$ cat src/lgr_pkg.sv
// constants for the global receive configuration register bank
package lgr_pkg;
   localparam int          NUM_CHANNELS   = 14;
   localparam int          ATTEN_WIDTH    = 6;
   // register byte addresses
   localparam logic [7:0]  ADDR_MISC_CFG  = 8'he1;
   localparam logic [7:0]  ADDR_TERM_ATT  = 8'he2;
   localparam logic [7:0]  ADDR_SLICE_EQ  = 8'he3;
   localparam logic [7:0]  RESET_VALUE    = 8'h00;
   localparam logic [7:0]  UNMAPPED_READ  = 8'h00;
   // field positions in the misc register
   localparam int          POS_TEST_TRI   = 0;
   localparam int          POS_EXT_ZERO   = 1;
   localparam int          POS_SQUELCH    = 2;
   localparam int          POS_GAUGE_LO   = 4;
   localparam int          POS_GAUGE_HI   = 5;
   // field positions in the termination / attenuation register
   localparam int          POS_ATTEN_LO   = 0;
   localparam int          POS_ATTEN_HI   = 5;
   localparam int          POS_TERM_SRC   = 6;
   // field positions in the slicer / gain register
   localparam int          POS_EQG_LO     = 0;
   localparam int          POS_EQG_HI     = 1;
   localparam int          POS_SLICE_LO   = 2;
   localparam int          POS_SLICE_HI   = 3;
   // wire gauge encodings
   localparam logic [1:0]  GAUGE_MIXED    = 2'h0;
   localparam logic [1:0]  GAUGE_22       = 2'h1;
   localparam logic [1:0]  GAUGE_24       = 2'h2;
   localparam logic [1:0]  GAUGE_26       = 2'h3;
   // slicer threshold in percent of peak
   localparam logic [6:0]  SLICE_PCT_00   = 7'd50;
   localparam logic [6:0]  SLICE_PCT_01   = 7'd45;
   localparam logic [6:0]  SLICE_PCT_10   = 7'd55;
   localparam logic [6:0]  SLICE_PCT_11   = 7'd68;
   // equalizer gain reduction in dB
   localparam logic [1:0]  EQ_CUT_NORMAL  = 2'd0;
   localparam logic [1:0]  EQ_CUT_1DB     = 2'd1;
   localparam logic [1:0]  EQ_CUT_3DB     = 2'd3;
   // zero-run lengths, in received samples
   localparam int          ZERO_RUN_EXT   = 4096;
   localparam int          ZERO_RUN_NORM  = 175;
   localparam int          ZRUN_WIDTH     = 13;
endpackage

$ cat src/lgr_channel.sv
// one receive channel: zero-run loss detect, output squelch, attenuation match
`timescale 1ns/10ps
module lgr_channel
   import lgr_pkg::*;
#(
   parameter int ZRUN_LIMIT_EXT  = ZERO_RUN_EXT,
   parameter int ZRUN_LIMIT_NORM = ZERO_RUN_NORM
) (
   input  wire logic                   sys_clk,
   input  wire logic                   rst,
   input  wire logic                   rx_pos_in,
   input  wire logic                   rx_neg_in,
   input  wire logic                   rx_signal_loss,
   input  wire logic [ATTEN_WIDTH-1:0] cable_loss,
   input  wire logic                   atten_match_irq_en,
   input  wire logic                   rx_output_squelch_en,
   input  wire logic                   extended_zero_run_en,
   input  wire logic [ATTEN_WIDTH-1:0] atten_match_value,
   output logic                        rx_data_positive,
   output logic                        rx_data_negative,
   output logic                        digital_loss,
   output logic                        atten_match_irq
);
   logic [ZRUN_WIDTH-1:0] zero_run;
   logic [ZRUN_WIDTH-1:0] run_limit;

   // the limit tracks the mode bit live, so a change applies to the run in progress
   assign run_limit = extended_zero_run_en ? ZRUN_WIDTH'(ZRUN_LIMIT_EXT)
                                           : ZRUN_WIDTH'(ZRUN_LIMIT_NORM);

   // count consecutive zero samples, saturating at the limit
   always_ff @(posedge sys_clk) begin
      if (rst) begin
         zero_run <= '0;
      end else if (rx_pos_in || rx_neg_in) begin
         zero_run <= '0;
      end else if (zero_run < run_limit) begin
         zero_run <= zero_run + ZRUN_WIDTH'(1);
      end
   end

   assign digital_loss = (zero_run >= run_limit);

   // received data is forced low while squelch is on and loss is present
   always_ff @(posedge sys_clk) begin
      if (rst) begin
         rx_data_positive <= 1'b0;
         rx_data_negative <= 1'b0;
      end else if (rx_output_squelch_en && rx_signal_loss) begin
         rx_data_positive <= 1'b0;
         rx_data_negative <= 1'b0;
      end else begin
         rx_data_positive <= rx_pos_in;
         rx_data_negative <= rx_neg_in;
      end
   end

   // level request while the cable loss equals the programmed value
   assign atten_match_irq = atten_match_irq_en && (cable_loss == atten_match_value);
endmodule

$ cat src/lgr_global_rx_cfg.sv
// global receive configuration registers and their per-channel effects
`timescale 1ns/10ps

// Behaviour
// - gauge field encodes cable type
// - squelch forces receive data low on loss
// - extended mode needs 4096 zeros for loss
// - test bit clears pins_oe for the pad ring
// - termination source: register bit or pin
// - attenuation match raises channel interrupt
// - slicer field sets threshold percent
// - gain field reduces equalizer gain
// - interrupt output gated by global enable
module lgr_global_rx_cfg
   import lgr_pkg::*;
#(
   parameter int ZRUN_LIMIT_EXT  = ZERO_RUN_EXT,
   parameter int ZRUN_LIMIT_NORM = ZERO_RUN_NORM
) (
   input  wire logic                                sys_clk,
   input  wire logic                                rst,
   // microprocessor register port
   input  wire logic [7:0]                          cpu_addr,
   input  wire logic                                cpu_wr,
   input  wire logic                                cpu_rd,
   input  wire logic [7:0]                          cpu_wdata,
   output logic      [7:0]                          cpu_rdata,
   // neighbouring register bits and pins
   input  wire logic                                global_irq_en,
   input  wire logic [NUM_CHANNELS-1:0]             atten_match_irq_en,
   input  wire logic [NUM_CHANNELS-1:0]             rx_term_select_reg,
   input  wire logic                                rx_term_select_pin,
   input  wire logic [NUM_CHANNELS-1:0]             other_channel_irq,
   // receive path per channel
   input  wire logic [NUM_CHANNELS-1:0]             rx_signal_loss,
   input  wire logic [NUM_CHANNELS-1:0]             rx_pos_in,
   input  wire logic [NUM_CHANNELS-1:0]             rx_neg_in,
   input  wire logic [NUM_CHANNELS*ATTEN_WIDTH-1:0] cable_loss,
   output logic      [NUM_CHANNELS-1:0]             rx_data_positive,
   output logic      [NUM_CHANNELS-1:0]             rx_data_negative,
   output logic      [NUM_CHANNELS-1:0]             digital_loss,
   output logic      [NUM_CHANNELS-1:0]             rx_term_select,
   output logic      [NUM_CHANNELS-1:0]             channel_irq,
   output logic                                     irq,
   output logic                                     pins_oe,
   // analog control settings
   output logic      [1:0]                          wire_gauge_code,
   output logic      [6:0]                          slicer_pct,
   output logic      [1:0]                          eq_gain_cut_db
);
   logic [7:0]              misc_cfg;
   logic [7:0]              term_att;
   logic [7:0]              slice_eq;
   logic [NUM_CHANNELS-1:0] match_irq;
   logic [7:0]              next_rdata;
   logic [1:0]              slice_sel;
   logic [1:0]              eq_sel;
   logic [6:0]              next_slicer_pct;
   logic [1:0]              next_eq_cut;
   logic                    hit_misc;
   logic                    hit_term;
   logic                    hit_slice;
   logic                    wr_misc;
   logic                    wr_term;
   logic                    wr_slice;
   logic                    squelch_en;
   logic                    ext_zero_en;
   logic                    test_tristate;
   logic                    term_from_pin;
   logic [ATTEN_WIDTH-1:0]  atten_value;

   // address decode, shared by the write and the read path
   assign hit_misc  = (cpu_addr == ADDR_MISC_CFG);
   assign hit_term  = (cpu_addr == ADDR_TERM_ATT);
   assign hit_slice = (cpu_addr == ADDR_SLICE_EQ);

   // write strobes; a write to any other address is dropped without a trace
   assign wr_misc  = cpu_wr && hit_misc;
   assign wr_term  = cpu_wr && hit_term;
   assign wr_slice = cpu_wr && hit_slice;

   // misc register; reserved bits are kept as written so a readback never surprises
   always_ff @(posedge sys_clk) begin
      if (rst) begin
         misc_cfg <= RESET_VALUE;
      end else if (wr_misc) begin
         misc_cfg <= cpu_wdata;
      end
   end

   // termination source and attenuation match register
   always_ff @(posedge sys_clk) begin
      if (rst) begin
         term_att <= RESET_VALUE;
      end else if (wr_term) begin
         term_att <= cpu_wdata;
      end
   end

   // slicer and gain register
   always_ff @(posedge sys_clk) begin
      if (rst) begin
         slice_eq <= RESET_VALUE;
      end else if (wr_slice) begin
         slice_eq <= cpu_wdata;
      end
   end

   // read decode; unmapped addresses answer zero
   // a read and a write in one cycle return the old byte
   always_comb begin
      if (hit_misc) begin
         next_rdata = misc_cfg;
      end else if (hit_term) begin
         next_rdata = term_att;
      end else if (hit_slice) begin
         next_rdata = slice_eq;
      end else begin
         next_rdata = UNMAPPED_READ;
      end
   end

   // read data is held until the next read strobe
   always_ff @(posedge sys_clk) begin
      if (rst) begin
         cpu_rdata <= RESET_VALUE;
      end else if (cpu_rd) begin
         cpu_rdata <= next_rdata;
      end
   end

   // per-channel receive logic
   genvar ch;
   generate
      for (ch = 0; ch < NUM_CHANNELS; ch++) begin : g_chan
         lgr_channel #(
            .ZRUN_LIMIT_EXT  (ZRUN_LIMIT_EXT),
            .ZRUN_LIMIT_NORM (ZRUN_LIMIT_NORM)
         ) u_chan (
            .sys_clk              (sys_clk),
            .rst                  (rst),
            .rx_pos_in            (rx_pos_in[ch]),
            .rx_neg_in            (rx_neg_in[ch]),
            .rx_signal_loss       (rx_signal_loss[ch]),
            .cable_loss           (cable_loss[ch*ATTEN_WIDTH +: ATTEN_WIDTH]),
            .atten_match_irq_en   (atten_match_irq_en[ch]),
            .rx_output_squelch_en (squelch_en),
            .extended_zero_run_en (ext_zero_en),
            .atten_match_value    (atten_value),
            .rx_data_positive     (rx_data_positive[ch]),
            .rx_data_negative     (rx_data_negative[ch]),
            .digital_loss         (digital_loss[ch]),
            .atten_match_irq      (match_irq[ch])
         );
      end
   endgenerate

   // field taps, named once so the channel wiring reads plainly
   // the channels see the live register bits, so a mode change acts at once
   assign squelch_en    = misc_cfg[POS_SQUELCH];
   assign ext_zero_en   = misc_cfg[POS_EXT_ZERO];
   assign test_tristate = misc_cfg[POS_TEST_TRI];
   assign term_from_pin = term_att[POS_TERM_SRC];
   assign atten_value   = term_att[POS_ATTEN_HI:POS_ATTEN_LO];

   // termination select: per-channel register bit or the shared pin
   assign rx_term_select = term_from_pin ? {NUM_CHANNELS{rx_term_select_pin}}
                                         : rx_term_select_reg;

   // channel requests reach the pin only with the global enable set
   assign channel_irq = match_irq | other_channel_irq;
   assign irq         = global_irq_en && (|channel_irq);

   // board test mode releases every output pin; the pad ring uses this enable
   // limitation: only the enable is made here, the pads themselves sit outside
   assign pins_oe = ~test_tristate;

   // cable type straight from the gauge field
   assign wire_gauge_code = misc_cfg[POS_GAUGE_HI:POS_GAUGE_LO];

   // the analog settings are decoded from the write data, so they come out of
   // flip-flops in the same cycle as the register byte itself
   assign slice_sel = cpu_wdata[POS_SLICE_HI:POS_SLICE_LO];
   assign eq_sel    = cpu_wdata[POS_EQG_HI:POS_EQG_LO];

   // slicer threshold decode
   always_comb begin
      case (slice_sel)
         2'h0:    next_slicer_pct = SLICE_PCT_00;
         2'h1:    next_slicer_pct = SLICE_PCT_01;
         2'h2:    next_slicer_pct = SLICE_PCT_10;
         default: next_slicer_pct = SLICE_PCT_11;
      endcase
   end

   // both end codes mean normal gain
   always_comb begin
      case (eq_sel)
         2'h0:    next_eq_cut = EQ_CUT_NORMAL;
         2'h1:    next_eq_cut = EQ_CUT_1DB;
         2'h2:    next_eq_cut = EQ_CUT_3DB;
         default: next_eq_cut = EQ_CUT_NORMAL;
      endcase
   end

   // slicer threshold register, loaded together with its register byte
   always_ff @(posedge sys_clk) begin
      if (rst) begin
         slicer_pct <= SLICE_PCT_00;
      end else if (wr_slice) begin
         slicer_pct <= next_slicer_pct;
      end
   end

   // gain reduction register, loaded together with its register byte
   always_ff @(posedge sys_clk) begin
      if (rst) begin
         eq_gain_cut_db <= EQ_CUT_NORMAL;
      end else if (wr_slice) begin
         eq_gain_cut_db <= next_eq_cut;
      end
   end
endmodule

$ cat config.mk
export PLATFORM = sky130hd
export DESIGN_NAME = lgr_global_rx_cfg
export DESIGN_NICKNAME = d
export VERILOG_FILES = /design/src/lgr_pkg.sv /design/src/lgr_channel.sv /design/src/lgr_global_rx_cfg.sv
export SDC_FILE = /design/constraint.sdc
export NUM_CORES = 1
export LEC_CHECK = 0
export BUFFER_PORTS_ARGS = -buffer_cell sky130_fd_sc_hd__buf_2
export CAP_MARGIN = 5
export CELL_PAD_IN_SITES_DETAIL_PLACEMENT = 0
export CELL_PAD_IN_SITES_GLOBAL_PLACEMENT = 2
export CORE_AREA = 2 2 216 218
export DETAILED_ROUTE_END_ITERATION = 10
export DIE_AREA = 0 0 218 220
export GPL_TIMING_DRIVEN = 0
export HOLD_SLACK_MARGIN = 0.12
export PLACE_DENSITY_LB_ADDON = 0.1
export SLEW_MARGIN = 25
export SYNTH_ARGS = -nofsm -noshare
export SYNTH_HDL_FRONTEND = slang
export SYNTH_HIERARCHICAL = 1
export SYNTH_SLANG_ARGS = --single-unit
$ cat constraint.sdc
create_clock -name sys_clk -period 5 [get_ports sys_clk]
set_input_delay 0.5 -clock sys_clk [delete_from_list [all_inputs] [get_ports sys_clk]]
set_output_delay 0.5 -clock sys_clk [all_outputs]
set_load 0.005 [all_outputs]
Yosys cells after proc, flatten, opt, wreduce, memory -nomap -nowiden

Cells that the tools add are included.

Register bits: 251
Bits in latches: 0
RAM bits: 0
Bits in read-only memories: 0
Input port bits: 190
Output and inout bits: 91
Word-level logic and storage cells: 196
Memories: 0

Add/sub/neg operators: 14
Multiply operators: 0
Divide/modulo/power cells: 0
Order comparisons: 28
Equality and inequality tests: 21
Shift-type cells: 0
Mux-type cells: 7
Bitwise logic cells: 2
Reduce and logical (&&, ||, !) cells: 76

Operators with widths:

| cell                  | count |
|---|---|
| $add 13x1->13 const B | 14 |
| $ge 13x13->1          | 14 |
| $lt 13x13->1          | 14 |
| $eq 6x6->1            | 14 |
| $reduce_or 2->1       | 28 |
| $logic_and 1x1->1     | 32 |
| $eq 8x8->1 const B    | 3 |
| $mux 8                | 3 |
| $pmux 7 s3            | 1 |
| $logic_or 1x1->1      | 14 |
| $mux 14               | 1 |
| $or 14x14->14         | 1 |
| $reduce_or 14->1      | 1 |
| $mux 13               | 1 |
| $eq 2x1->1 const B    | 2 |
| $eq 2x2->1 const B    | 2 |
| $pmux 2 s2            | 1 |
| $logic_not 2->1       | 1 |
| $not 1->1             | 1 |

Longest topological paths before layout

Word-level depth: 5
Depth in mapped cells: 7
Mapped depth without buffers: 7

By module

The synthesis kept the hierarchy.

Modules (own cells, without submodules):

| module            | instances | cells an instance | area an instance (um^2) | sequential area each (um^2) |
|---|---|---|---|---|
| lgr_channel       | 14        | 111               | 945.9                   | 300.3 |
| lgr_global_rx_cfg | 1         | 238               | 2160.8                  | 800.8 |

Worst setup path after synthesis

Ideal clock, no wire load.

Path type: register to output
Start point: register misc_cfg[1]
End point: output digital_loss[0]
Data arrival time: 3.549 ns
Data required time: 4.500 ns
Path slack: 0.951 ns
Cell stages (with the launch flop): 7
Path buffers: 0
Cells stage by stage: dfxtp_1 -> inv_1 -> ha_1 -> o41a_1 -> nor4_2 -> nand2_1 -> a21o_1

Word-level cells in the longest chain between the ends: 2

RTL lines:

| element                | RTL line                | text |
|---|---|---|
| start, declared        | lgr_global_rx_cfg.sv:51 | `logic [7:0] misc_cfg;` |
| start signal, assigned | lgr_global_rx_cfg.sv:87 | `misc_cfg <= cpu_wdata;` |
| $mux 13                | lgr_channel.sv:28       | `assign run_limit = extended_zero_run_en ? ZRUN_WIDTH'(ZRUN_LIMIT_EXT)` |
| $ge 13x13->1           | lgr_channel.sv:42       | `assign digital_loss = (zero_run >= run_limit);` |
| end, declared          | lgr_global_rx_cfg.sv:41 | `output logic [NUM_CHANNELS-1:0] digital_loss,` |

Every way passes these cells.

Worst setup path in the final report

Start point: register misc_cfg[1]
End point: output digital_loss[3]

The elaborated chain is that of the path after synthesis.

==> flow_summary.toml <==
[synth]
async_reset_ff_share_pct = 0
syn_area_um2 = 15400
yosysSeqAreaShare_pct = 32.49
synth_enable_flop_cells = 0
yosysUniqueCellTypes = 50
syn_area_per_cell_um2 = 8.596
syn_nets = 2100
synth_ff_type = "dfxtp_1"
postSynthCellCount = 1792
synth-seq-cells = 250
yosys_warnings = 6

[hold_path]
min_path_cells = 2
min_to = "g_chan[6].u_chan/rx_data_negative$_SDFF_PP0_"
hp-start = "rx_neg_in[6]"
hp-class = "input pin to register"

[cells_and_area]
final_util_pct = 40.94
final_common_cell = "buf_2"
finalNetCount = 2420
area_delta_synth_final_pct = 21.91
drive_above_1_share_pct = 19.89
final_cell_mix = "buf_2 (283), dfxtp_1 (247), nor2_1 (127)"

[worst_setup_path]
reg2regPathDepth = 8
crit_fanout = 46
crit-reg2reg-capture = "g_chan[1].u_chan/zero_run[4]$_SDFFE_PP0N_"
startpoint = "misc_cfg[1]$_SDFFE_PP0P_"
reg2reg_slack_ns = 1.79
required_ns = 4.50
r2r_start = "misc_cfg[1]$_SDFFE_PP0P_"
crit_type = "register to output pin"
critical_path_arrival_ns = 3.63
startpoint_type = "register"
worstSetupEndpointType = "output pin"

[placement]
io_buffers = 279
routabilityCongestion = 0.7907
pre_cts_ws_ns = 1.391
dp.final_hpwl_mm = 33.05

[timing]
period_minus_slack_ns = 4.131
hold_viol_final = 0
setup_tns_ns = 0
fin_crit_sh_pct = 82.62
worst-slew-pin-transition_ns = 1.044
finalClockSkew_ns = 0.01090
rsz0062_at_grt = "no"
max_freq_ghz = 0.2421
slew_viol_final = 0
report.final.setup_viol = 0
max_slew_margin_pct = 30.33
finalWorstSetupSlack_ns = 0.8691

[die]
design.core.area_um2 = 45860
start_util_pct = 33.59
ios = 281
die_area_um2 = 47960
placementRows = 79
die_h_um = 220
die_width_um = 218

[cts]
path_clk_slew_ns = 0.06
cts_made_buffers = 31
cts_root_buf = "clkbuf_16"
h-tree-depth = 1
cts_buffer_depth = 3
cts_tree = "done"
hold_buffers = 7
cts_setup_buffers = 0
worst_skew_pair.late_latency_ns = 0.58
cts.sinks = 250
ctsResizeCount = 0

[power_and_ir_drop]
swShare_pct = 22.39
finalPower_mw = 4.702
p_int_mw = 3.649
power_frac_clock_pct = 51.2
power.switching_mw = 1.053
powerDensity_nw_per_um2 = 250.4
power_frac_comb_pct = 5.9
p_leak_nw = 8.408
pwr-share-seq_pct = 43.0
vdd_ir_drop_max_mv = 0.2465

[grt]
grt_max_degree = 50
track_usage_pct = 17.75
grt_pass1_vias = 13684
antenna_found_initial = 2
grt_first_pass_wirelength_mm = 70.35
overflow = 0

[outcome]
status = "completed"

[drt]
wl_mm = 44.29
drt-initial-drc-count = 647
vias = 14448
final_antenna_net_count = 0
drcViolationCount = 0
drt_first_pass_iters = 5
wire_per_inst_um = 16.13
vias_per_cell = 5.263

[flow_run]
maxCapViolations = 0
cells in the mapped netlist (28+ instances only):
cell	instances	area, µm²
dfxtp_1	250	5005
inv_1	61	229.0
xnor2_1	70	613.1
nand4_1	61	381.6
nand3_1	57	285.3
a41o_1	28	280.3
or3_1	28	175.2
nor2_1	127	476.7
ha_1	118	1476
and2_1	56	350.3
o21ai_0	93	465.5
a21oi_1	115	575.6
nand2_1	121	454.2
or4_1	43	322.8
a31oi_1	30	187.7
xor2_1	70	613.1
o31ai_1	59	442.9
nor4_1	33	206.5
and3_1	43	269.0
nand2b_1	61	381.6
logic make-up after synthesis:
group,Yosys count,synth area share [%]
AOI/OAI and AO/OA,409,17.60
xor gates and xnor gates,140,7.960
adders and majority gates,118,9.585
buffers and inverters,105,2.811
DFF,250,32.49
muxes,32,2.144
and+or+nand+nor,738,27.41
per-layer routing:
layer / global-route usage (%) / vias to the layer above / wire (µm)
li1: - / 7386 / -
met3: 2.871 / 52 / 2396
met2: 31.14 / 289 / 20680
met4: 4.875 / 0 / 992
met5: 0 / - / 0
met1: 22.42 / 6721 / 20220
sequential cells by signal (all words and copies together), names as in the netlist:
| register | flops |
|---|---|
| g_chan.u_chan/zero_run | 182 |
| misc_cfg | 8 |
| slice_eq | 8 |
| g_chan.u_chan/rx_data_negative | 14 |
| eq_gain_cut_db | 2 |
| term_att | 8 |
| slicer_pct | 6 |
| cpu_rdata | 8 |
| g_chan.u_chan/rx_data_positive | 14 |
worst max path at each step:
stage                                 end  slack, ns  cells past startpoint
after floorplan           digital_loss[0]       0.95                      6
after global placement    digital_loss[3]      -1.24                      7
after detailed placement  digital_loss[1]       1.39                      8
after CTS                 digital_loss[1]       0.75                      8
after global routing      digital_loss[1]       0.52                      8
final                     digital_loss[3]       0.87                      8
critical path, stage by stage (launching register included):
cell and delay [ns]:
dfxtp_4 0.72, buf_16 0.31, inv_1 0.13, ha_1 0.39, o41a_1 0.17, nor4_2 0.77
nand2_1 0.17, a21o_1 0.20, buf_2 0.15
layout make-up:
type                       count  area [µm²]
antenna                        1       2.502
buffer                        44       203.9
clock buffer                  41       893.4
clock inverter                17       216.5
fill                        4689       27090
inverter                      61       229.0
multi-input combinational   1437        9966
sequential                   250        5011
tap                          607       759.5
timing repair buffer         287        1496
power groups by stage:
stage	Clock, mW	Sequential [mW]	Combinational [mW]
global route	2.58	2.02	0.308
global placement	0	2.06	0.273
finish	2.41	2.02	0.277
floorplan	0	2.06	0.117
CTS	2.50	2.02	0.281
detailed placement	0	2.06	0.276
metrics by stage:
stage	area, µm²	hold WS [ns]	std cells
2_1_floorplan	15400	0.4487	1792
3_3_place_gp	17560	0.4391	2678
3_5_place_dp	17590	0.4377	2679
4_1_cts	18770	0.1211	2744
5_1_grt	18780	0.1345	2745
6_report	18780	0.1538	2745
Power figures use the tool's default switching activity.
